[config.mk]
export PLATFORM = sky130hd
export DESIGN_NAME = mtm_modulo_timer
export DESIGN_NICKNAME = d
export VERILOG_FILES = /design/src/inc/mtm_pkg.sv /design/src/rtl/mtm_modulo_timer.sv
export SDC_FILE = /design/constraint.sdc
export NUM_CORES = 1
export LEC_CHECK = 0
export BUFFER_PORTS_ARGS = -buffer_cell sky130_fd_sc_hd__buf_2
export CORE_UTILIZATION = 61
export CTS_BUF_LIST = sky130_fd_sc_hd__clkbuf_4 sky130_fd_sc_hd__clkbuf_8 sky130_fd_sc_hd__clkbuf_16
export CTS_CLUSTER_DIAMETER = 50
export DETAILED_ROUTE_END_ITERATION = 6
export PLACE_DENSITY = 0.85
export SLEW_MARGIN = 20
export SYNTH_ARGS = -nofsm -noshare
export SYNTH_HDL_FRONTEND = slang
export SYNTH_SLANG_ARGS = --single-unit
[constraint.sdc]
create_clock -name ref_clk -period 7 [get_ports ref_clk]
set_clock_uncertainty 0.05 [all_clocks]
set_input_delay 1.4 -clock ref_clk [delete_from_list [all_inputs] [get_ports ref_clk]]
set_output_delay 1.4 -clock ref_clk [all_outputs]
set_load 0.02 [all_outputs]
[src/inc/mtm_pkg.sv]
// Package for the modulo timer: register map, fields and types.
package mtm_pkg;
  localparam int ADDR_W = 3;
  // Word offsets (byte address = 4 * index).
  localparam logic [ADDR_W-1:0] IDX_SC = 3'h0;
  localparam logic [ADDR_W-1:0] IDX_CLK = 3'h1;
  localparam logic [ADDR_W-1:0] IDX_COUNT_HIGH_BYTE = 3'h2;
  localparam logic [ADDR_W-1:0] IDX_COUNT_LOW_BYTE = 3'h3;
  localparam logic [ADDR_W-1:0] IDX_MODULO_HIGH_BYTE = 3'h4;
  localparam logic [ADDR_W-1:0] IDX_MODULO_LOW_BYTE = 3'h5;
  localparam int SC_OVF = 7;
  localparam int SC_IEN = 6;
  localparam int SC_RST = 5;
  localparam int SC_STP = 4;
  localparam int CLK_SRC_HI = 5;
  localparam int CLK_SRC_LO = 4;
  localparam int CLK_PS_HI = 3;
  localparam int CLK_PS_LO = 0;
  localparam logic [3:0] PS_MAX = 4'h8;
  localparam logic [15:0] CNT_RST = 16'h0000;
  localparam logic [15:0] MOD_RST = 16'h0000;
  localparam logic [1:0] SRC_BUS = 2'h0;
  localparam logic [1:0] SRC_FIX = 2'h1;
  localparam logic [1:0] SRC_EXT_FALL = 2'h2;
  localparam logic [1:0] SRC_EXT_RISE = 2'h3;
  typedef struct packed {
    logic [1:0] src;
    logic [3:0] ps;
  } mtm_clk_cfg_t;
  typedef struct packed {
    logic wait_mode;
    logic stop_mode;
    logic deep_wake;
    logic stop_rst_exit;
    logic debug_mode;
  } mtm_mode_t;
endpackage : mtm_pkg

[src/rtl/mtm_modulo_timer.sv]
// Modulo timer: 16-bit up-counter with prescaler and Avalon-MM registers.
//
// Overview of operation
// - 16-bit up-count, wraps after modulo match.
// - Overflow flag bit 7 set on wrap.
// - Flag cleared by read-while-set then write zero.
// - Counter-reset write also clears overflow flag.
// - Interrupt enable bit 6 gates irq.
// - Counter reset bit 5, write-only, reads zero.
// - Counter reset loads modulo value immediately.
// - Stop bit 4, reset-set, holds count.
// - Status bits 3..0 read zero.
// - Four selectable prescaler clock sources.
// - Nine power-of-two prescale ratios.
// - Modulo match provided as output.
// - External clock synchronised; max quarter bus.
// - Counts in wait; interrupt wakes from wait.
// - Disabled in stop; never a stop wakeup.
// - Deep stop wake or reset exit resets timer.
// - Counting suspended during background debug.
// - Clock source encoding 00/01/10/11, reset 00.
// - Prescale codes above 8 divide by 256.
// - Changing source or prescale keeps count.
// - Counter bytes read coherently through latch.
//
// Local design decisions: the register offsets and the Avalon-MM register port.
`timescale 1ns/100ps
module mtm_modulo_timer #(
  parameter int CNT_W = 16 // Counter width.
) (
  input wire logic ref_clk, // System bus clock, 100 MHz.
  input wire logic rst, // Synchronous active-high reset.
  input wire logic [mtm_pkg::ADDR_W-1:0] avs_address, // Word index.
  input wire logic avs_read, // Read request.
  input wire logic avs_write, // Write request.
  input wire logic [31:0] avs_writedata, // Write data.
  input wire logic [3:0] avs_byteenable, // Byte lanes.
  output logic [31:0] avs_readdata, // Read data.
  output logic avs_waitrequest, // Stall.
  input wire logic fixed_freq_clock, // Fixed-frequency clock pin.
  input wire logic external_count_clock, // External count clock pin.
  input wire mtm_pkg::mtm_mode_t mode, // Power and debug modes.
  output logic irq, // Overflow interrupt request.
  output logic wake_req, // Wake from wait mode.
  output logic match // Modulo compare match.
);
  logic [CNT_W-1:0] cnt_r;
  logic [CNT_W-1:0] mod_r;
  logic [CNT_W-1:0] mod_buf_r;
  logic [CNT_W-1:0] latch_r;
  logic latch_hold_r;
  logic ovf_r;
  logic ovf_armed_r;
  logic ien_r;
  logic stp_r;
  mtm_pkg::mtm_clk_cfg_t cfg_r;
  logic [8:0] pre_r;
  logic ack_r;
  logic [2:0] fix_sync_r;
  logic [2:0] ext_sync_r;
  logic src_tick;
  logic pre_tick;
  logic tick;
  logic wr_sc;
  logic trst;
  logic rd_sc;
  logic rd_cnt;
  logic soft_rst;
  logic run;

  // Clip prescale codes above the maximum to divide by 256.
  function automatic logic [3:0] ps_eff(input logic [3:0] ps);
    ps_eff = (ps > mtm_pkg::PS_MAX) ? mtm_pkg::PS_MAX : ps;
  endfunction : ps_eff

  function automatic logic hit(input logic [mtm_pkg::ADDR_W-1:0] a,
                               input logic [mtm_pkg::ADDR_W-1:0] b);
    hit = (a == b);
  endfunction : hit

  // One-cycle wait state: every access is answered on the second edge.
  assign avs_waitrequest = (avs_read | avs_write) & ~ack_r;
  always_ff @(posedge ref_clk) begin
    if (rst) begin
      ack_r <= 1'b0;
    end else begin
      ack_r <= (avs_read | avs_write) & ~ack_r;
    end
  end

  wire acc_w = avs_write & ack_r & avs_byteenable[0];
  wire acc_r = avs_read & ack_r;
  assign wr_sc = acc_w & hit(avs_address, mtm_pkg::IDX_SC);
  assign trst = wr_sc & avs_writedata[mtm_pkg::SC_RST];
  assign rd_sc = acc_r & hit(avs_address, mtm_pkg::IDX_SC);
  // The latch is taken in the cycle that also loads the read data, so
  // the byte handed back and the held other half come from one count.
  assign rd_cnt = avs_read & ~ack_r &
                  (hit(avs_address, mtm_pkg::IDX_COUNT_HIGH_BYTE) |
                   hit(avs_address, mtm_pkg::IDX_COUNT_LOW_BYTE));
  // Deep-stop wake and reset exit from shallow stop restore reset state.
  assign soft_rst = mode.deep_wake | mode.stop_rst_exit;
  // Stop modes freeze the timer; debug suspends it; wait lets it run.
  assign run = ~stp_r & ~mode.stop_mode & ~mode.debug_mode;

  // Pins pass two flops first; the third flop feeds edge detection.
  always_ff @(posedge ref_clk) begin
    if (rst) begin
      fix_sync_r <= 3'h0;
      ext_sync_r <= 3'h0;
    end else begin
      fix_sync_r <= {fix_sync_r[1:0], fixed_freq_clock};
      ext_sync_r <= {ext_sync_r[1:0], external_count_clock};
    end
  end

  always_comb begin
    case (cfg_r.src)
      mtm_pkg::SRC_BUS: src_tick = 1'b1;
      mtm_pkg::SRC_FIX: src_tick = fix_sync_r[1] & ~fix_sync_r[2];
      mtm_pkg::SRC_EXT_FALL: src_tick = ~ext_sync_r[1] & ext_sync_r[2];
      mtm_pkg::SRC_EXT_RISE: src_tick = ext_sync_r[1] & ~ext_sync_r[2];
      default: src_tick = 1'b0;
    endcase
  end

  // Free-running prescaler; a source or ratio change never clears count.
  always_ff @(posedge ref_clk) begin
    if (rst | soft_rst | trst) begin
      pre_r <= 9'h000;
    end else if (src_tick & run) begin
      pre_r <= pre_r + 9'h001;
    end
  end

  // Tick when the low bits roll over: divide by 2^ps.
  wire [8:0] pre_mask =
    9'(({1'b0, 8'hFF} >> (mtm_pkg::PS_MAX - ps_eff(cfg_r.ps))));
  assign pre_tick = ((pre_r & pre_mask) == pre_mask);
  assign tick = src_tick & run & pre_tick;

  // Modulo zero behaves as all ones: full-range free run.
  assign match = (mod_r == '0) ? (cnt_r == '1) : (cnt_r == mod_r);

  always_ff @(posedge ref_clk) begin
    if (rst | soft_rst) begin
      cnt_r <= mtm_pkg::CNT_RST;
    end else if (trst) begin
      cnt_r <= mtm_pkg::CNT_RST;
    end else if (tick) begin
      cnt_r <= match ? '0 : cnt_r + 1'b1;
    end
  end

  // Modulo writes land in a buffer, applied on overflow or counter reset.
  always_ff @(posedge ref_clk) begin
    if (rst | soft_rst) begin
      mod_buf_r <= mtm_pkg::MOD_RST;
      mod_r <= mtm_pkg::MOD_RST;
    end else begin
      if (acc_w & hit(avs_address, mtm_pkg::IDX_MODULO_HIGH_BYTE)) begin
        mod_buf_r[15:8] <= avs_writedata[7:0];
      end
      if (acc_w & hit(avs_address, mtm_pkg::IDX_MODULO_LOW_BYTE)) begin
        mod_buf_r[7:0] <= avs_writedata[7:0];
      end
      if (trst) begin
        mod_r <= mod_buf_r;
      end else if (tick & match) begin
        mod_r <= mod_buf_r;
      end
    end
  end

  // Overflow flag: set wins over a clear in the same cycle.
  always_ff @(posedge ref_clk) begin
    if (rst | soft_rst) begin
      ovf_r <= 1'b0;
      ovf_armed_r <= 1'b0;
    end else begin
      if (tick & match) begin
        ovf_r <= 1'b1;
      end else if (trst) begin
        ovf_r <= 1'b0;
      end else if (wr_sc & ovf_armed_r & ~avs_writedata[mtm_pkg::SC_OVF]) begin
        ovf_r <= 1'b0;
      end
      if (rd_sc & ovf_r) begin
        ovf_armed_r <= 1'b1;
      end else if (wr_sc) begin
        ovf_armed_r <= 1'b0;
      end
    end
  end

  always_ff @(posedge ref_clk) begin
    if (rst | soft_rst) begin
      ien_r <= 1'b0;
      stp_r <= 1'b1;
      cfg_r <= '0;
    end else begin
      if (wr_sc) begin
        ien_r <= avs_writedata[mtm_pkg::SC_IEN];
        stp_r <= avs_writedata[mtm_pkg::SC_STP];
      end
      if (acc_w & hit(avs_address, mtm_pkg::IDX_CLK)) begin
        cfg_r.src <= avs_writedata[mtm_pkg::CLK_SRC_HI:mtm_pkg::CLK_SRC_LO];
        cfg_r.ps <= avs_writedata[mtm_pkg::CLK_PS_HI:mtm_pkg::CLK_PS_LO];
      end
    end
  end

  // Coherent counter read; the latch is frozen while debug is active.
  always_ff @(posedge ref_clk) begin
    if (rst | soft_rst | trst) begin
      latch_hold_r <= 1'b0;
      latch_r <= '0;
    end else if (rd_cnt & ~mode.debug_mode) begin
      if (!latch_hold_r) begin
        latch_r <= cnt_r;
      end
      latch_hold_r <= ~latch_hold_r;
    end
  end

  wire [CNT_W-1:0] cnt_view =
    (latch_hold_r & ~mode.debug_mode) ? latch_r : cnt_r;

  always_ff @(posedge ref_clk) begin
    if (rst) begin
      avs_readdata <= 32'h0000_0000;
    end else if (avs_read & ~ack_r) begin
      case (avs_address)
        mtm_pkg::IDX_SC: avs_readdata <= {24'h000000, ovf_r, ien_r, 1'b0,
                                          stp_r, 4'h0};
        mtm_pkg::IDX_CLK: avs_readdata <= {24'h000000, 2'h0, cfg_r.src,
                                           cfg_r.ps};
        mtm_pkg::IDX_COUNT_HIGH_BYTE: avs_readdata <= {24'h000000, cnt_view[15:8]};
        mtm_pkg::IDX_COUNT_LOW_BYTE: avs_readdata <= {24'h000000, cnt_view[7:0]};
        mtm_pkg::IDX_MODULO_HIGH_BYTE: avs_readdata <= {24'h000000, mod_buf_r[15:8]};
        mtm_pkg::IDX_MODULO_LOW_BYTE: avs_readdata <= {24'h000000, mod_buf_r[7:0]};
        default: avs_readdata <= 32'h0000_0000;
      endcase
    end
  end

  assign irq = ien_r & ovf_r;
  assign wake_req = irq & mode.wait_mode & ~mode.stop_mode;
endmodule : mtm_modulo_timer

### After elaboration in Yosys (flattened, before gate mapping)

Cells that the tools add are included.

* flip-flop bits (word level): 123
* output and inout port bits: 36

* add/sub/neg operators: 3
* $lt $le $gt $ge: 1
* equality and inequality tests: 11
* shift operators: 1
* multiplexer cells: 13
* bitwise gates (word level): 43
* reductions and logical operators: 8

Operators with widths (count)
* $mux 16: 4
* $pmux 8 s6: 1
* $and 1x1->1: 28
* $add 16x1->16 const B: 1
* $eq 16x16->1: 1
* $eq 16x16->1 const B: 1
* $logic_not 16->1: 1
* $add 9x1->9 const B: 1
* $and 9x9->9: 1
* $eq 9x9->1: 1
* $not 1->1: 9
* $shr 8x4->9 const A: 1
* $eq 3x2->1 const B: 2
* $eq 3x3->1 const B: 2
* $mux 1: 6
* $or 1x1->1: 5
* $eq 2x2->1 const B: 2
* $gt 4x4->1 const B: 1
* $mux 4: 1
* $pmux 1 s4: 1
* $reduce_bool 2->1: 2
* $sub 4x4->4 const A: 1
* $eq 3x1->1 const B: 1
* $logic_not 3->1: 1
* 5 further kinds: 5

### Depth between registers and ports, before layout

Gate-level depths: netlist of the first run.

* depth after elaboration: 10
* depth in mapped cells: 12

### Worst setup path before layout of the first run

No wires, ideal clock.

* path kind: register to output
* start point: register mod_r[7]
* end point: output match
* arrival time: 1.897 ns
* required time: 5.550 ns
* path slack: 3.653 ns
* stages on the path, launching flop included: 7
* path through: dfxtp_1 nor4_2 buf_6 a41oi_1 xnor2_1 nor4_1 and4_1

* word-level cells in the longest chain between the ends: 2
* elaborated cells between the ends (all ways): 3
* those cells by class: eq/ne (1); mux (1); reduce/logical (1)

Ends and longest elaborated chain
* start, declared: line mtm_modulo_timer.sv:48 `logic [CNT_W-1:0] mod_r;`
* start signal, assigned: line mtm_modulo_timer.sv:159 `mod_r <= mtm_pkg::MOD_RST;`
* start signal, assigned: line mtm_modulo_timer.sv:168 `mod_r <= mod_buf_r;`
* start signal, assigned: line mtm_modulo_timer.sv:170 `mod_r <= mod_buf_r;`
* $eq 16x16->1 / $logic_not 16->1 (equally long branches): line mtm_modulo_timer.sv:143 `assign match = (mod_r == '0) ? (cnt_r == '1) : (cnt_r == mod_r);`
* $mux 1 *: line mtm_modulo_timer.sv:143
* end, declared: line mtm_modulo_timer.sv:45 `output logic match`

Every way passes the cells marked *; elsewhere a longest branch is shown, timed or not.

### Worst setup path after layout of the first run

* start point: input avs_address[0] (netlist name)
* end point: register cnt_r[11]

* word-level cells in the longest chain between the ends: 4

Ends and longest elaborated chain
* start, declared: line mtm_modulo_timer.sv:33 `input wire logic [mtm_pkg::ADDR_W-1:0] avs_address,`
* $logic_not 3->1: line mtm_modulo_timer.sv:78 `hit = (a == b);`
* $and 1x1->1: line mtm_modulo_timer.sv:93 `assign wr_sc = acc_w & hit(avs_address, mtm_pkg::IDX_SC);`
* $and 1x1->1: line mtm_modulo_timer.sv:94 `assign trst = wr_sc & avs_writedata[mtm_pkg::SC_RST];`
* $reduce_or 2->1 (no line)
* end signal, assigned: line mtm_modulo_timer.sv:147 `cnt_r <= mtm_pkg::CNT_RST;`
* end signal, assigned: line mtm_modulo_timer.sv:149 `cnt_r <= mtm_pkg::CNT_RST;`
* end signal, assigned: line mtm_modulo_timer.sv:151 `cnt_r <= match ? '0 : cnt_r + 1'b1;`
* end, declared: line mtm_modulo_timer.sv:47 `logic [CNT_W-1:0] cnt_r;`

No other way between the ends.
A chain may end at the register's enable or synchronous reset.

==> results of run 1 <==
[sequential cells by signal, indices dropped and copies added, names as in the netlist, 3 cells and up]
| signal | cells |
|---|---|
| fix_sync_r | 3 |
| ext_sync_r | 3 |
| mod_buf_r | 16 |
| cfg_r | 6 |
| avs_readdata | 8 |
| pre_r | 8 |
| cnt_r | 16 |
| mod_r | 16 |
| latch_r | 16 |
[power groups by stage]
stage	Combinational (uW)	Sequential [uW]	Clock, uW
after floorplan	49.2	581	0
after global placement	60.7	578	0
after detailed placement	62.2	578	0
after CTS	62.4	565	378
after global routing	69.9	566	398
final	63.4	565	375
[worst paths after layout]
kind / startpoint / to / depth (start not counted)
min: ext_sync_r[0] / ext_sync_r[1] / 1
max: avs_address[0] / cnt_r[11] / 6
max reg2reg: mod_r[13] / cnt_r[11] / 7
min reg2reg: ext_sync_r[0] / ext_sync_r[1] / 1
[cells by family (layout without fill, tap and decap cells)]
kind of cell	after synthesis	count (layout)
AND/OR/NAND/NOR	294	294
flip-flops	98	98
adder cells (fa/ha/maj)	4	4
AO/OA/AOI/OAI	95	95
multiplexers	45	45
XOR/XNOR	33	33
other	1	24
buffers and inverters	77	63
[metrics by stage]
stage	hold WS, ns	instance area (sq um)	setup slack, ns
floorplan	0.364	5460	3.65
global placement	0.376	5430	2.55
detailed placement	0.370	5430	2.44
CTS	0.394	5630	2.49
global route	0.420	5650	2.47
finish	0.397	5650	2.77
[cells in the final DEF (no fill, tap or decap), types with 4 or more instances in the layout]
master                      netlist  layout
sky130_fd_sc_hd__dfxtp_1         98      98
sky130_fd_sc_hd__nand2_1         77      77
sky130_fd_sc_hd__nor2_1          66      66
sky130_fd_sc_hd__mux2i_1         37      37
sky130_fd_sc_hd__buf_2            5      34
sky130_fd_sc_hd__a21oi_1         29      29
sky130_fd_sc_hd__xnor2_1         26      26
sky130_fd_sc_hd__nand3_1         25      25
sky130_fd_sc_hd__conb_1           1      24
sky130_fd_sc_hd__nor3_1          21      20
sky130_fd_sc_hd__and3_1          20      20
sky130_fd_sc_hd__or3_1           18      18
sky130_fd_sc_hd__a2bb2oi_1       16      16
sky130_fd_sc_hd__nor4_1          16      15
sky130_fd_sc_hd__a41oi_1         13      13
sky130_fd_sc_hd__nor2b_1         10      10
sky130_fd_sc_hd__nand2b_1         9       9
sky130_fd_sc_hd__o22ai_1          9       9
sky130_fd_sc_hd__a22oi_1          9       9
sky130_fd_sc_hd__clkbuf_8         0       9
sky130_fd_sc_hd__mux2_2           8       8
sky130_fd_sc_hd__inv_1            7       7
sky130_fd_sc_hd__o21ai_0          7       7
sky130_fd_sc_hd__xor2_1           7       7
sky130_fd_sc_hd__buf_4           27       6
sky130_fd_sc_hd__nand4_1          4       4
sky130_fd_sc_hd__nand3b_1         4       4
sky130_fd_sc_hd__ha_1             4       4
[cell type report]
class,instances,area (sq um)
clock buffers,11,139
clock inverters,5,62.6
fillers,693,2730
inverters,7,26.3
multi-input cells,495,3120
flip-flops and latches,98,1960
well taps,105,131
repair buffers,40,215
[critical path, stage by stage]
cell and delay [ns]:
sky130_fd_sc_hd__buf_2 0.22, sky130_fd_sc_hd__nor4_1 0.54, sky130_fd_sc_hd__nand2_1 0.70, sky130_fd_sc_hd__nand2_1 0.97, sky130_fd_sc_hd__o21bai_2 0.45, sky130_fd_sc_hd__nor2_1 0.12
[layer usage]
layer	wire length (um)	track usage, %	vias to the layer above	share of wire [%]
li1	-	-	2259	-
met5	0	0	-	0
met4	314	10.4	0	2.4
met3	845	6.40	37	6.5
met2	6430	49.6	206	49
met1	5420	35.9	2262	42
==> report_table.html, run 1 <==
<table>
<tr><th>Metric</th><th>Value</th></tr>
<tr><th colspan="2">Synthesis</th></tr>
<tr><td>XOR/XNOR share of the synthesized area</td><td>5.38%</td></tr>
<tr><td>Cell taking the most area after synthesis</td><td>sky130_fd_sc_hd__dfxtp_1</td></tr>
<tr><td>Fraction of the mapped netlist area in simple logic gates</td><td>28.0%</td></tr>
<tr><td>Proportion of synthesized flip-flops having asynchronous set or reset</td><td>0%</td></tr>
<tr><td>Number of instances in the synthesized netlist</td><td>647</td></tr>
<tr><td>Number of distinct library cells after synthesis</td><td>54</td></tr>
<tr><td>Share of the yosys chip area belonging to registers</td><td>between 30% and 40%</td></tr>
<tr><td>Number of warnings issued by yosys</td><td>0</td></tr>
<tr><td>Post-synthesis cell area</td><td>between 5000 and 6000 sq um</td></tr>
<tr><td>Post-synthesis adder-cell area fraction</td><td>less than 1%</td></tr>
<tr><td>Synthesis-stage register bit count</td><td>98</td></tr>
<tr><td>Leading register cell type out of synthesis</td><td>sky130_fd_sc_hd__dfxtp_1</td></tr>
<tr><td>Yosys top cell area share</td><td>36.5%</td></tr>
<tr><td>Number of synthesized flops with an enable pin</td><td>0</td></tr>
<tr><td>Share of the synthesized area in compound gates (AO/OA/AOI/OAI)</td><td>between 10% and 20%</td></tr>
<tr><td>Portion of netlist area occupied by mux cells</td><td>8.56%</td></tr>
<tr><td>Most common library cells after synthesis</td><td>sky130_fd_sc_hd__dfxtp_1 (98), sky130_fd_sc_hd__nand2_1 (77), sky130_fd_sc_hd__nor2_1 (66)</td></tr>
<tr><td>Dominant combinational cell family by area after synthesis</td><td>simple AND/OR/NAND/NOR gates</td></tr>
<tr><td>Most numerous cell in the Yosys netlist</td><td>sky130_fd_sc_hd__dfxtp_1</td></tr>
<tr><td>Average cell area after synthesis</td><td>8.31 sq um</td></tr>
<tr><td>Synth area leaders</td><td>sky130_fd_sc_hd__dfxtp_1 (36%), sky130_fd_sc_hd__mux2i_1 (6.9%), sky130_fd_sc_hd__nand2_1 (5.4%)</td></tr>
<tr><th colspan="2">Die</th></tr>
<tr><td>Die area</td><td>approximately 9200 sq um</td></tr>
<tr><td>Num ports</td><td>86</td></tr>
<tr><td>Die width</td><td>roughly 96 um</td></tr>
<tr><td>Cell row count</td><td>33</td></tr>
<tr><td>Die Span Y</td><td>95.9 um</td></tr>
<tr><td>Starting utilization of the core area</td><td>64.1%</td></tr>
<tr><td>Placeable core region</td><td>between 8000 and 9000 sq um</td></tr>
<tr><th colspan="2">Worst setup path</th></tr>
<tr><td>CP Capture Type</td><td>flip-flop</td></tr>
<tr><td>CP arrival</td><td>4.42 ns</td></tr>
<tr><td>Maximum fanout encountered on the critical timing path</td><td>33</td></tr>
<tr><td>Setup Crit Path Kind</td><td>in -&gt; reg</td></tr>
<tr><td>Startpoint Class</td><td>input pin</td></tr>
<tr><td>Flop-to-flop setup slack</td><td>around 3.2 ns</td></tr>
<tr><td>Required time of the worst setup path</td><td>7.19 ns</td></tr>
<tr><th colspan="2">Placed design</th></tr>
<tr><td>Buffers on Ports</td><td>34</td></tr>
<tr><td>Placed instance count</td><td>745</td></tr>
<tr><td>Half-perimeter wire length after detailed placement</td><td>approximately 9 mm</td></tr>
<tr><td>Routability congestion estimate from global placement</td><td>between 0.8 and 0.9</td></tr>
<tr><th colspan="2">GRT</th></tr>
<tr><td>Maximum number of pins on one net before global-route repair</td><td>36</td></tr>
<tr><td>Gr usage total</td><td>between 20% and 30%</td></tr>
<tr><td>First-pass GRT wire length</td><td>around 20 mm</td></tr>
<tr><td>Congestion Overflow GR</td><td>0</td></tr>
<tr><td>Vias in the first global route</td><td>4251</td></tr>
<tr><td>Antenna violations before repair</td><td>0</td></tr>
<tr><th colspan="2">Timing</th></tr>
<tr><td>Summed negative setup slack over all endpoints</td><td>0 ns</td></tr>
<tr><td>Final setup violation count</td><td>0</td></tr>
<tr><td>Final number of hold-violating endpoints</td><td>0</td></tr>
<tr><td>Max Clk Rate</td><td>approximately 240 MHz</td></tr>
<tr><td>Pins over their slew limit</td><td>0</td></tr>
<tr><td>Final critical path time including I/O delays and setup</td><td>4.23 ns</td></tr>
<tr><td>Share of the clock period used by the worst path</td><td>between 60 and 70%</td></tr>
<tr><td>Unrepaired setup endpoints after global routing</td><td>no</td></tr>
<tr><td>Relative slew slack</td><td>32.2%</td></tr>
<tr><td>Actual slew at the worst max-slew pin</td><td>about 1 ns</td></tr>
<tr><th colspan="2">Outcome</th></tr>
<tr><td>Run status</td><td>finished, final reports clean</td></tr>
<tr><th colspan="2">Route</th></tr>
<tr><td>Detailed Route Iter0 Violations</td><td>459</td></tr>
<tr><td>Number of search-and-repair iterations in the first detailed-routing pass</td><td>5</td></tr>
<tr><td>Detailed-route via count</td><td>around 4800</td></tr>
<tr><td>Post-detailed-route wirelength per cell</td><td>roughly 17 um</td></tr>
<tr><td>Residual DRC count</td><td>0</td></tr>
<tr><td>Vias per cell</td><td>between 6 and 7</td></tr>
<tr><td>Post-detailed-route count of antenna-violating nets</td><td>0</td></tr>
<tr><td>Total Routed Length</td><td>13.0 mm</td></tr>
<tr><th colspan="2">Pwr</th></tr>
<tr><td>Power density of the placed cells</td><td>~180 nW/um^2</td></tr>
<tr><td>Fraction of power consumed by combinational cells</td><td>about 6.3%</td></tr>
<tr><td>Cell leakage power</td><td>approximately 0.0019 uW</td></tr>
<tr><td>VDD IR-drop max</td><td>~0.15 mV</td></tr>
<tr><td>Part of the total power dissipated in the clock network</td><td>37.4%</td></tr>
<tr><td>Internal power</td><td>~750 uW</td></tr>
<tr><td>Total power of the final layout</td><td>between 1000 and 1500 uW</td></tr>
<tr><td>Seq pwr share</td><td>between 50% and 60%</td></tr>
<tr><td>Net switching power figure</td><td>between 200 and 250 uW</td></tr>
<tr><td>Sw Share</td><td>around 25%</td></tr>
<tr><th colspan="2">Clocking</th></tr>
<tr><td>Hold buffer count at CTS</td><td>0</td></tr>
<tr><td>Clock tree from TritonCTS</td><td>built</td></tr>
<tr><td>Buffer levels on the longest clock path</td><td>2</td></tr>
<tr><td>Clk_lat worst skew</td><td>between 0.3 and 0.4 ns</td></tr>
<tr><td>Cells resized by post-CTS repair</td><td>0</td></tr>
<tr><td>Clock Pin Slew Worst Setup and Hold Paths</td><td>about 0.10 ns</td></tr>
<tr><td>Total clock buffers created by CTS</td><td>9</td></tr>
<tr><td>CTS H-Tree Depth</td><td>3</td></tr>
<tr><td>CTS root buffer</td><td>sky130_fd_sc_hd__clkbuf_8</td></tr>
<tr><td>Clk sinks</td><td>98</td></tr>
<tr><td>Number of buffers inserted to repair setup after CTS</td><td>0</td></tr>
<tr><th colspan="2">Layout</th></tr>
<tr><td>Layout overhead on the synthesized area</td><td>5.17%</td></tr>
<tr><td>Post-route non-filler standard cell count</td><td>761</td></tr>
<tr><td>End-of-flow core utilization</td><td>between 60% and 70%</td></tr>
<tr><td>Fraction of final layout cells sized beyond drive strength 1</td><td>between 10% and 20%</td></tr>
<tr><td>Count of inserted antenna diode cells</td><td>0</td></tr>
<tr><td>Net count, final</td><td>slightly above 700</td></tr>
<tr><th colspan="2">Hold path</th></tr>
<tr><td>Type of the tightest min-delay check</td><td>reg -&gt; reg</td></tr>
<tr><th colspan="2">Job</th></tr>
<tr><td>Max-cap violations</td><td>0</td></tr>
</table>
No activity file was read; power rests on OpenSTA's default activity.
==> run 2, diff against run 1 <==
--- a/config.mk
+++ b/config.mk
@@ -6,11 +6,11 @@
 export NUM_CORES = 1
 export LEC_CHECK = 0
 export BUFFER_PORTS_ARGS = -buffer_cell sky130_fd_sc_hd__buf_2
-export CORE_UTILIZATION = 61
+export CORE_UTILIZATION = 57
 export CTS_BUF_LIST = sky130_fd_sc_hd__clkbuf_4 sky130_fd_sc_hd__clkbuf_8 sky130_fd_sc_hd__clkbuf_16
 export CTS_CLUSTER_DIAMETER = 50
 export DETAILED_ROUTE_END_ITERATION = 6
-export PLACE_DENSITY = 0.85
+export PLACE_DENSITY = 0.8
 export SLEW_MARGIN = 20
 export SYNTH_ARGS = -nofsm -noshare
 export SYNTH_HDL_FRONTEND = slang
==> constraint.sdc (replaced) <==
create_clock -name ref_clk -period 4.1 [get_ports ref_clk]
set_clock_uncertainty 0.05 [all_clocks]
set_input_delay 0.82 -clock ref_clk [delete_from_list [all_inputs] [get_ports ref_clk]]
set_output_delay 0.82 -clock ref_clk [all_outputs]
set_load 0.02 [all_outputs]
==> run 2 against run 1 <==
  * Die area rose by 6.9%
  * Via count down 2.0%
  * Combinational power up 70%
  * Critical path type is now reg -> out
  * Largest cell class unchanged
  * Highest routed layer unchanged
==> report_table.html, run 2 (synthesized netlist as in run 1, its figures left out) <==
<table>
<tr><th>Metric</th><th>Value</th></tr>
<tr><th colspan="2">Placed design</th></tr>
<tr><td>Buffers on Ports</td><td>34 (unchanged)</td></tr>
<tr><td>Half-perimeter wire length after detailed placement</td><td>8.88 mm (was 9.09 mm)</td></tr>
<tr><td>Routability congestion estimate from global placement</td><td>0.884 (was 0.849)</td></tr>
<tr><th colspan="2">Route</th></tr>
<tr><td>Residual DRC count</td><td>0 (unchanged)</td></tr>
<tr><td>Detailed Route Iter0 Violations</td><td>339 (was 459)</td></tr>
<tr><td>Total Routed Length</td><td>12.4 mm (was 13.0 mm)</td></tr>
<tr><td>Vias per cell</td><td>6.04 (was 6.26)</td></tr>
<tr><td>Detailed-route via count</td><td>4668 (was 4764)</td></tr>
<tr><td>Number of search-and-repair iterations in the first detailed-routing pass</td><td>5 (unchanged)</td></tr>
<tr><td>Post-detailed-route count of antenna-violating nets</td><td>0 (unchanged)</td></tr>
<tr><td>Post-detailed-route wirelength per cell</td><td>16.0 um (was 17.1 um)</td></tr>
<tr><th colspan="2">Layout</th></tr>
<tr><td>Most frequent standard cell in the layout excluding fill and tap cells</td><td>sky130_fd_sc_hd__dfxtp_1 (unchanged)</td></tr>
<tr><td>Fraction of final layout cells sized beyond drive strength 1</td><td>12.7% (was 11.9%)</td></tr>
<tr><td>Layout overhead on the synthesized area</td><td>5.84% (was 5.17%)</td></tr>
<tr><td>Commonest cells after routing, fill and taps aside</td><td>sky130_fd_sc_hd__dfxtp_1 (98), sky130_fd_sc_hd__nand2_1 (77), sky130_fd_sc_hd__nor2_1 (66) (unchanged)</td></tr>
<tr><td>Filler instances</td><td>757 (was 693)</td></tr>
<tr><td>End-of-flow core utilization</td><td>61.9% (was 67.5%)</td></tr>
<tr><td>Net count, final</td><td>711 (was 705)</td></tr>
<tr><td>Count of inserted antenna diode cells</td><td>0 (unchanged)</td></tr>
<tr><th colspan="2">Worst setup path</th></tr>
<tr><td>Depth of the worst register-to-register path</td><td>9 (was 7)</td></tr>
<tr><td>Crit Reg-Reg Startpoint</td><td>mod_r[8] (was mod_r[13])</td></tr>
<tr><td>List of cells traversed by the critical path</td><td>nor4_2 -&gt; buf_4 -&gt; a41oi_1 -&gt; xnor2_1 -&gt; nor4_1 -&gt; and4_1 -&gt; buf_2 (was buf_2 -&gt; nor4_1 -&gt; nand2_1 -&gt; nand2_1 -&gt; o21bai_2 -&gt; nor2_1)</td></tr>
<tr><td>Largest stage delay, worst path</td><td>0.37 ns (was 0.97 ns)</td></tr>
<tr><td>CP arrival</td><td>2.28 ns (was 4.42 ns)</td></tr>
<tr><td>Terminus of the critical flop-to-flop path</td><td>cnt_r[15] (was cnt_r[11])</td></tr>
<tr><td>Startpoint Class</td><td>flip-flop (was input pin)</td></tr>
<tr><td>Instance count on the critical path</td><td>7 (was 6)</td></tr>
<tr><td>Bufs and invs on worst path</td><td>2 (was 1)</td></tr>
<tr><td>Worst setup path start</td><td>mod_r[8] (was avs_address[0])</td></tr>
<tr><td>Worst path slowest cell</td><td>sky130_fd_sc_hd__dfxtp_1 (was sky130_fd_sc_hd__nand2_1)</td></tr>
<tr><td>Required time of the worst setup path</td><td>3.23 ns (was 7.19 ns)</td></tr>
<tr><td>Kind of cell adding the most delay to the critical path</td><td>simple AND/OR/NAND/NOR gates (unchanged)</td></tr>
<tr><td>Flop-to-flop setup slack</td><td>1.18 ns (was 3.20 ns)</td></tr>
<tr><td>CP Capture Point</td><td>match (was cnt_r[11])</td></tr>
<tr><td>CP Capture Type</td><td>primary output (was flip-flop)</td></tr>
<tr><td>Maximum fanout encountered on the critical timing path</td><td>16 (was 33)</td></tr>
<tr><td>Setup Crit Path Kind</td><td>reg -&gt; out (was in -&gt; reg)</td></tr>
<tr><th colspan="2">Clocking</th></tr>
<tr><td>Clk_lat worst skew</td><td>0.36 ns (was 0.37 ns)</td></tr>
<tr><td>Hold buffer count at CTS</td><td>0 (unchanged)</td></tr>
<tr><td>Clock Pin Slew Worst Setup and Hold Paths</td><td>0.10 ns (about the same)</td></tr>
<tr><td>Number of buffers inserted to repair setup after CTS</td><td>0 (unchanged)</td></tr>
<tr><td>Clock tree from TritonCTS</td><td>built (unchanged)</td></tr>
<tr><td>CTS H-Tree Depth</td><td>3 (unchanged)</td></tr>
<tr><td>Buffer levels on the longest clock path</td><td>2 (unchanged)</td></tr>
<tr><td>Cells resized by post-CTS repair</td><td>0 (unchanged)</td></tr>
<tr><td>Clk sinks</td><td>98 (unchanged)</td></tr>
<tr><td>Total clock buffers created by CTS</td><td>9 (unchanged)</td></tr>
<tr><td>CTS root buffer</td><td>sky130_fd_sc_hd__clkbuf_8 (unchanged)</td></tr>
<tr><th colspan="2">Timing</th></tr>
<tr><td>Unrepaired setup endpoints after global routing</td><td>no (unchanged)</td></tr>
<tr><td>Max Clk Rate</td><td>around 320 MHz</td></tr>
<tr><td>Actual slew at the worst max-slew pin</td><td>1.01 ns (about the same)</td></tr>
<tr><td>Pins over their slew limit</td><td>0 (unchanged)</td></tr>
<tr><td>Share of the clock period used by the worst path</td><td>between 70% and 80%</td></tr>
<tr><td>Summed negative setup slack over all endpoints</td><td>0 ns (unchanged)</td></tr>
<tr><td>Relative slew slack</td><td>32.1% (was 32.2%)</td></tr>
<tr><td>Final setup violation count</td><td>0 (unchanged)</td></tr>
<tr><td>Final number of hold-violating endpoints</td><td>0 (unchanged)</td></tr>
<tr><td>Final critical path time including I/O delays and setup</td><td>between 3 and 4 ns</td></tr>
<tr><th colspan="2">GRT</th></tr>
<tr><td>First-pass GRT wire length</td><td>20.5 mm (about the same)</td></tr>
<tr><td>Antenna violations before repair</td><td>0 (unchanged)</td></tr>
<tr><td>Gr usage total</td><td>26.0% (was 29.1%)</td></tr>
<tr><td>Congestion Overflow GR</td><td>0 (unchanged)</td></tr>
<tr><td>Vias in the first global route</td><td>4246 (was 4251)</td></tr>
<tr><td>Maximum number of pins on one net before global-route repair</td><td>35 (was 36)</td></tr>
<tr><th colspan="2">Pwr</th></tr>
<tr><td>Sw Share</td><td>24.5% (was 24.9%)</td></tr>
<tr><td>Cell leakage power</td><td>0.00193 uW (was 0.00191 uW)</td></tr>
<tr><td>Fraction of power consumed by combinational cells</td><td>6.3% (about the same)</td></tr>
<tr><td>Power density of the placed cells</td><td>304 nW/um^2 (was 177 nW/um^2)</td></tr>
<tr><td>Seq pwr share</td><td>55.8% (was 56.3%)</td></tr>
<tr><td>Net switching power figure</td><td>423 uW (was 249 uW)</td></tr>
<tr><td>Part of the total power dissipated in the clock network</td><td>38.0% (was 37.4%)</td></tr>
<tr><td>Internal power</td><td>1310 uW (was 754 uW)</td></tr>
<tr><td>VDD IR-drop max</td><td>0.227 mV (was 0.152 mV)</td></tr>
<tr><th colspan="2">Die</th></tr>
<tr><td>Placeable core region</td><td>9200 sq um (was 8380 sq um)</td></tr>
<tr><td>Die Span Y</td><td>99.1 um (was 95.9 um)</td></tr>
<tr><td>Die area</td><td>9820 sq um (was 9190 sq um)</td></tr>
<tr><td>Die width</td><td>99.1 um (was 95.9 um)</td></tr>
<tr><td>Starting utilization of the core area</td><td>58.5% (was 64.1%)</td></tr>
<tr><td>Cell row count</td><td>35 (was 33)</td></tr>
<tr><td>Num ports</td><td>86 (unchanged)</td></tr>
<tr><th colspan="2">Hold path</th></tr>
<tr><td>Type of the tightest min-delay check</td><td>reg -&gt; reg (unchanged)</td></tr>
<tr><th colspan="2">Outcome</th></tr>
<tr><td>Run status</td><td>finished, final reports clean (unchanged)</td></tr>
<tr><th colspan="2">Job</th></tr>
<tr><td>Max-cap violations</td><td>0 (unchanged)</td></tr>
</table>
==> run 2: cell count changes in the layout (fill, tap and decap cells not counted) <==
cell | before | now
sky130_fd_sc_hd__buf_4 | 6 | 12
sky130_fd_sc_hd__clkbuf_4 | 2 | 0
sky130_fd_sc_hd__clkbuf_8 | 9 | 11
sky130_fd_sc_hd__clkinv_2 | 0 | 1
sky130_fd_sc_hd__clkinvlp_4 | 2 | 1
sky130_fd_sc_hd__nor4_2 | 3 | 6
sky130_fd_sc_hd__nor4_4 | 3 | 0
==> run 2: through the flow <==
| stage | instances | hold slack [ns] | instance area, sq um | setup WS, ns | power (uW) |
|---|---|---|---|---|---|
| after detailed placement | 757 | 0.381 | 5480 | 0.755 | 1090 |
| final | 773 | 0.405 | 5690 | 0.954 | 1730 |
| after floorplan | 670 | 0.364 | 5460 | 1.33 | 1080 |
| after global placement | 757 | 0.375 | 5480 | 0.832 | 1090 |
| after CTS | 773 | 0.404 | 5690 | 0.953 | 1730 |
| after global routing | 773 | 0.418 | 5690 | 0.748 | 1790 |
==> run 2: cell type report <==
cell class,instances,area (sq um),area share [%]
clock inverters,5,60.1,1.06
clock buffers,11,151,2.66
inverters,7,26.3,0.462
flip-flops and latches,98,1960,34.5
repair buffers,46,260,4.57
well taps,111,139,2.44
multi-input cells,495,3090,54.3
==> run 2: worst register-to-register path, stage by stage (launching register included) <==
cell	delay, ns
sky130_fd_sc_hd__dfxtp_1	0.37
sky130_fd_sc_hd__nor4_2	0.25
sky130_fd_sc_hd__buf_4	0.25
sky130_fd_sc_hd__a41oi_1	0.18
sky130_fd_sc_hd__xnor2_1	0.18
sky130_fd_sc_hd__nor4_1	0.40
sky130_fd_sc_hd__nand4_2	0.15
sky130_fd_sc_hd__buf_4	0.26
sky130_fd_sc_hd__o21bai_2	0.56
sky130_fd_sc_hd__nor2_1	0.13
==> run 2: power by group through the flow <==
| stage | logic (uW) | registers, uW | clock network [uW] |
|---|---|---|---|
| final | 108 | 965 | 657 |
| after floorplan | 84.0 | 993 | 0 |
| after global placement | 105 | 987 | 0 |
| after global routing | 118 | 966 | 708 |
| after detailed placement | 107 | 987 | 0 |
| after CTS | 107 | 965 | 662 |
==> run 2: layer usage <==
layer / vias up / part of all wire, % / wire length (um) / track usage (%)
li1: 2274 / - / - / -
met1: 2206 / 45 / 5610 / 34.8
met2: 162 / 47 / 5850 / 41.7
met3: 26 / 5.5 / 679 / 6.11
met4: 0 / 1.9 / 234 / 8.48
met5: - / 0 / 0 / 0
==> run 2: worst min path at each step <==
stage             startpoint            end  slack (ns)  cells past startpoint
3_5_place_dp   fix_sync_r[0]  fix_sync_r[1]        0.38                      1
6_report       fix_sync_r[0]  fix_sync_r[1]        0.40                      1
5_1_grt        ext_sync_r[0]  ext_sync_r[1]        0.42                      1
3_3_place_gp   fix_sync_r[0]  fix_sync_r[1]        0.37                      1
4_1_cts        fix_sync_r[0]  fix_sync_r[1]        0.40                      1
2_1_floorplan  ext_sync_r[0]  ext_sync_r[1]        0.36                      1
==> run 3, diff against run 2 <==
--- a/config.mk
+++ b/config.mk
@@ -6,11 +6,11 @@
 export NUM_CORES = 1
 export LEC_CHECK = 0
 export BUFFER_PORTS_ARGS = -buffer_cell sky130_fd_sc_hd__buf_2
-export CORE_UTILIZATION = 57
+export CORE_UTILIZATION = 52
 export CTS_BUF_LIST = sky130_fd_sc_hd__clkbuf_4 sky130_fd_sc_hd__clkbuf_8 sky130_fd_sc_hd__clkbuf_16
 export CTS_CLUSTER_DIAMETER = 50
 export DETAILED_ROUTE_END_ITERATION = 6
-export PLACE_DENSITY = 0.8
+export PLACE_DENSITY = 0.77
 export SLEW_MARGIN = 20
 export SYNTH_ARGS = -nofsm -noshare
 export SYNTH_HDL_FRONTEND = slang
==> constraint.sdc (replaced) <==
create_clock -name ref_clk -period 2.7 [get_ports ref_clk]
set_clock_uncertainty 0.05 [all_clocks]
set_input_delay 0.54 -clock ref_clk [delete_from_list [all_inputs] [get_ports ref_clk]]
set_output_delay 0.54 -clock ref_clk [all_outputs]
set_load 0.02 [all_outputs]
==> run 3 against run 2 <==
  * The run now ends with negative setup slack left
  * Clock power up 36%
  * Clock-buffer cell count stayed put
  * Cell count grew 8.0%
  * Die area grew 9.4%
  * Register-to-register slack lost 1.2 ns
  * Sequential share of layout area is 3.6 points lower
  * Global-route usage decreased by 0.29 points
  * Total power up 46%
  * Sequential power rose by 51%
  * Combinational power up 62%
  * Non-clock buffer count grew 40
  * Critical endpoint unchanged
  * Core utilization increased by 2.5 points
==> report_table.html, run 3 (synthesized netlist as in run 1, its figures left out) <==
<table>
<tr><th>Metric</th><th>Value</th></tr>
<tr><th colspan="2">Placed design</th></tr>
<tr><td>Buffers on Ports</td><td>34 (unchanged)</td></tr>
<tr><td>Half-perimeter wire length after detailed placement</td><td>9.29 mm (was 8.88 mm)</td></tr>
<tr><td>Routability congestion estimate from global placement</td><td>0.859 (was 0.884)</td></tr>
<tr><td>Place WS</td><td>0.105 ns (was 0.755 ns)</td></tr>
<tr><th colspan="2">Layout</th></tr>
<tr><td>Net count, final</td><td>751 (was 711)</td></tr>
<tr><td>Fraction of final layout cells sized beyond drive strength 1</td><td>22.4% (was 12.7%)</td></tr>
<tr><td>Layout overhead on the synthesized area</td><td>18.7% (was 5.84%)</td></tr>
<tr><td>Area taken by multi-input logic gates</td><td>3420 sq um (was 3090 sq um)</td></tr>
<tr><td>Area used by sequential logic in the layout</td><td>1970 sq um (was 1960 sq um)</td></tr>
<tr><td>Most frequent standard cell in the layout excluding fill and tap cells</td><td>sky130_fd_sc_hd__dfxtp_1 (unchanged)</td></tr>
<tr><td>Count of inserted antenna diode cells</td><td>0 (unchanged)</td></tr>
<tr><td>Commonest cells after routing, fill and taps aside</td><td>sky130_fd_sc_hd__dfxtp_1 (93), sky130_fd_sc_hd__nand2_1 (77), sky130_fd_sc_hd__nor2_1 (66) (was sky130_fd_sc_hd__dfxtp_1 (98), sky130_fd_sc_hd__nand2_1 (77), sky130_fd_sc_hd__nor2_1 (66))</td></tr>
<tr><td>Filler instances</td><td>812 (was 757)</td></tr>
<tr><th colspan="2">Route</th></tr>
<tr><td>Total Routed Length</td><td>14.4 mm (was 12.4 mm)</td></tr>
<tr><td>Residual DRC count</td><td>0 (unchanged)</td></tr>
<tr><td>Detailed Route Iter0 Violations</td><td>317 (was 339)</td></tr>
<tr><td>Post-detailed-route count of antenna-violating nets</td><td>0 (unchanged)</td></tr>
<tr><td>Number of search-and-repair iterations in the first detailed-routing pass</td><td>5 (unchanged)</td></tr>
<tr><td>Vias per cell</td><td>5.97 (was 6.04)</td></tr>
<tr><td>Detailed-route via count</td><td>4984 (was 4668)</td></tr>
<tr><td>Post-detailed-route wirelength per cell</td><td>17.2 um (was 16.0 um)</td></tr>
<tr><th colspan="2">GRT</th></tr>
<tr><td>Gr usage total</td><td>25.7% (was 26.0%)</td></tr>
<tr><td>Antenna violations before repair</td><td>0 (unchanged)</td></tr>
<tr><td>Vias in the first global route</td><td>4525 (was 4246)</td></tr>
<tr><td>Maximum number of pins on one net before global-route repair</td><td>36 (was 35)</td></tr>
<tr><td>Congestion Overflow GR</td><td>0 (unchanged)</td></tr>
<tr><td>First-pass GRT wire length</td><td>22.5 mm (was 20.5 mm)</td></tr>
<tr><th colspan="2">Timing</th></tr>
<tr><td>Summed negative setup slack over all endpoints</td><td>-0.469 ns (was 0 ns)</td></tr>
<tr><td>Pins over their slew limit</td><td>0 (unchanged)</td></tr>
<tr><td>Share of the clock period used by the worst path</td><td>109%</td></tr>
<tr><td>Max Clk Rate</td><td>339 MHz</td></tr>
<tr><td>Final critical path time including I/O delays and setup</td><td>2.95 ns</td></tr>
<tr><td>WHS</td><td>0.317 ns (was 0.405 ns)</td></tr>
<tr><td>Unrepaired setup endpoints after global routing</td><td>yes (was no)</td></tr>
<tr><td>Final setup violation count</td><td>21 (was 0)</td></tr>
<tr><td>Final worst-path setup slack</td><td>-0.247 ns (was 0.954 ns)</td></tr>
<tr><td>Relative slew slack</td><td>47.8% (was 32.1%)</td></tr>
<tr><td>Actual slew at the worst max-slew pin</td><td>0.783 ns (was 1.01 ns)</td></tr>
<tr><td>Final number of hold-violating endpoints</td><td>0 (unchanged)</td></tr>
<tr><th colspan="2">Worst setup path</th></tr>
<tr><td>Flop-to-flop setup slack</td><td>-0.03 ns (was 1.18 ns)</td></tr>
<tr><td>Worst setup path start</td><td>mod_r[2] (was mod_r[8])</td></tr>
<tr><td>CP Capture Type</td><td>primary output (unchanged)</td></tr>
<tr><td>Startpoint Class</td><td>flip-flop (unchanged)</td></tr>
<tr><td>Required time of the worst setup path</td><td>2.11 ns (was 3.23 ns)</td></tr>
<tr><td>Terminus of the critical flop-to-flop path</td><td>mod_r[13] (was cnt_r[15])</td></tr>
<tr><td>Maximum fanout encountered on the critical timing path</td><td>8 (was 16)</td></tr>
<tr><td>Setup Crit Path Kind</td><td>reg -&gt; out (unchanged)</td></tr>
<tr><td>Crit Reg-Reg Startpoint</td><td>mod_r[2] (was mod_r[8])</td></tr>
<tr><td>CP Capture Point</td><td>match (unchanged)</td></tr>
<tr><td>Depth of the worst register-to-register path</td><td>10 (was 9)</td></tr>
<tr><td>CP arrival</td><td>2.36 ns (was 2.28 ns)</td></tr>
<tr><th colspan="2">Hold path</th></tr>
<tr><td>Type of the tightest min-delay check</td><td>in -&gt; reg (was reg -&gt; reg)</td></tr>
<tr><td>Worst hold path stage count</td><td>2 (was 1)</td></tr>
<tr><th colspan="2">Clocking</th></tr>
<tr><td>Clk sinks</td><td>98 (unchanged)</td></tr>
<tr><td>Total clock buffers created by CTS</td><td>9 (unchanged)</td></tr>
<tr><td>Hold buffer count at CTS</td><td>0 (unchanged)</td></tr>
<tr><td>Clock tree from TritonCTS</td><td>built (unchanged)</td></tr>
<tr><td>Clock Pin Slew Worst Setup and Hold Paths</td><td>0.10 ns (about the same)</td></tr>
<tr><td>Buffer levels on the longest clock path</td><td>2 (unchanged)</td></tr>
<tr><td>CTS H-Tree Depth</td><td>3 (unchanged)</td></tr>
<tr><td>Clk_lat worst skew</td><td>0.37 ns (was 0.36 ns)</td></tr>
<tr><td>CTS root buffer</td><td>sky130_fd_sc_hd__clkbuf_8 (unchanged)</td></tr>
<tr><th colspan="2">Pwr</th></tr>
<tr><td>Fraction of power consumed by combinational cells</td><td>6.9% (was 6.3%)</td></tr>
<tr><td>Net switching power figure</td><td>650 uW (was 423 uW)</td></tr>
<tr><td>Internal power</td><td>1880 uW (was 1310 uW)</td></tr>
<tr><td>Cell leakage power</td><td>0.00220 uW (was 0.00193 uW)</td></tr>
<tr><td>Part of the total power dissipated in the clock network</td><td>35.3% (was 38.0%)</td></tr>
<tr><td>Power density of the placed cells</td><td>397 nW/um^2 (was 304 nW/um^2)</td></tr>
<tr><td>VDD IR-drop max</td><td>0.319 mV (was 0.227 mV)</td></tr>
<tr><td>Seq pwr share</td><td>57.8% (was 55.8%)</td></tr>
<tr><td>Sw Share</td><td>25.7% (was 24.5%)</td></tr>
<tr><th colspan="2">Die</th></tr>
<tr><td>Die area</td><td>10700 sq um (was 9820 sq um)</td></tr>
<tr><td>Num ports</td><td>86 (unchanged)</td></tr>
<tr><td>Starting utilization of the core area</td><td>54.3% (was 58.5%)</td></tr>
<tr><td>Cell row count</td><td>36 (was 35)</td></tr>
<tr><td>Placeable core region</td><td>9910 sq um (was 9200 sq um)</td></tr>
<tr><td>Die width</td><td>104 um (was 99.1 um)</td></tr>
<tr><td>Die Span Y</td><td>104 um (was 99.1 um)</td></tr>
<tr><th colspan="2">Job</th></tr>
<tr><td>Max-cap violations</td><td>0 (unchanged)</td></tr>
<tr><th colspan="2">Outcome</th></tr>
<tr><td>Run status</td><td>complete, but fails checks (was finished, final reports clean)</td></tr>
<tr><td>Violated checks</td><td>negative setup slack</td></tr>
</table>
-- run 3: cell count changes in the layout (fill, tap and decap cells not counted), sizes merged --
cell      previous run  this run
inv                  8         9
clkinvlp             1         0
clkinv               2         3
bufinv               1         0
buf                 46        86
-- run 3: metrics by stage --
step | cells | utilization (%) | area, sq um | power [uW]
2_1_floorplan | 670 | - | 5460 | 1640
4_1_cts | 828 | 60.9 | 6040 | 2540
5_1_grt | 835 | 64.4 | 6380 | 2630
6_report | 835 | 64.4 | 6380 | 2530
3_3_place_gp | 794 | 56.8 | 5630 | 1660
3_5_place_dp | 794 | 56.8 | 5630 | 1670
-- run 3: area by class of cell --
class | instances | area share, %
clock buffers | 11 | 2.27
clock inverters | 5 | 0.569
inverters | 7 | 0.412
multi-input cells | 495 | 53.6
flip-flops and latches | 98 | 30.9
well taps | 133 | 2.61
repair buffers | 86 | 9.63
-- run 3: per-layer routing --
| layer | part of all wire [%] | global-route usage, % | vias to the layer above |
|---|---|---|---|
| met3 | 5.4 | 4.41 | 37 |
| met1 | 43 | 32.4 | 2404 |
| met2 | 49 | 43.0 | 192 |
| li1 | - | - | 2351 |
| met4 | 2.7 | 11.7 | 0 |
| met5 | 0 | 0 | - |
-- run 3: repair_timing --
action                     4_1_cts  5_1_grt
pin swaps                       23       18
setup buffers                   14        7
gates resized for setup         29       44
setup endpoints to repair        1       34
gates cloned                     4        1
-- run 3: worst min path at each step --
stage | start | end | slack (ns)
4_1_cts | fixed_freq_clock | fix_sync_r[0] | 0.32
3_5_place_dp | fix_sync_r[0] | fix_sync_r[1] | 0.40
2_1_floorplan | ext_sync_r[0] | ext_sync_r[1] | 0.36
5_1_grt | fixed_freq_clock | fix_sync_r[0] | 0.31
3_3_place_gp | fix_sync_r[0] | fix_sync_r[1] | 0.38
6_report | fixed_freq_clock | fix_sync_r[0] | 0.32
-- run 3: critical path, cell delays in order (launching register included) --
cell and delay, ns:
sky130_fd_sc_hd__dfxtp_2 0.38, sky130_fd_sc_hd__nor4_4 0.31, sky130_fd_sc_hd__buf_4 0.28, sky130_fd_sc_hd__a41oi_2 0.18, sky130_fd_sc_hd__xnor2_2 0.18, sky130_fd_sc_hd__nor4_2 0.30
sky130_fd_sc_hd__and4_1 0.24, sky130_fd_sc_hd__buf_6 0.12
-- run 3: power groups by stage --
stage          clock [uW]  combinational, uW  sequential [uW]
2_1_floorplan           0                128             1510
3_3_place_gp            0                164             1500
3_5_place_dp            0                169             1500
4_1_cts               903                169             1460
5_1_grt               974                187             1470
6_report              894                175             1460
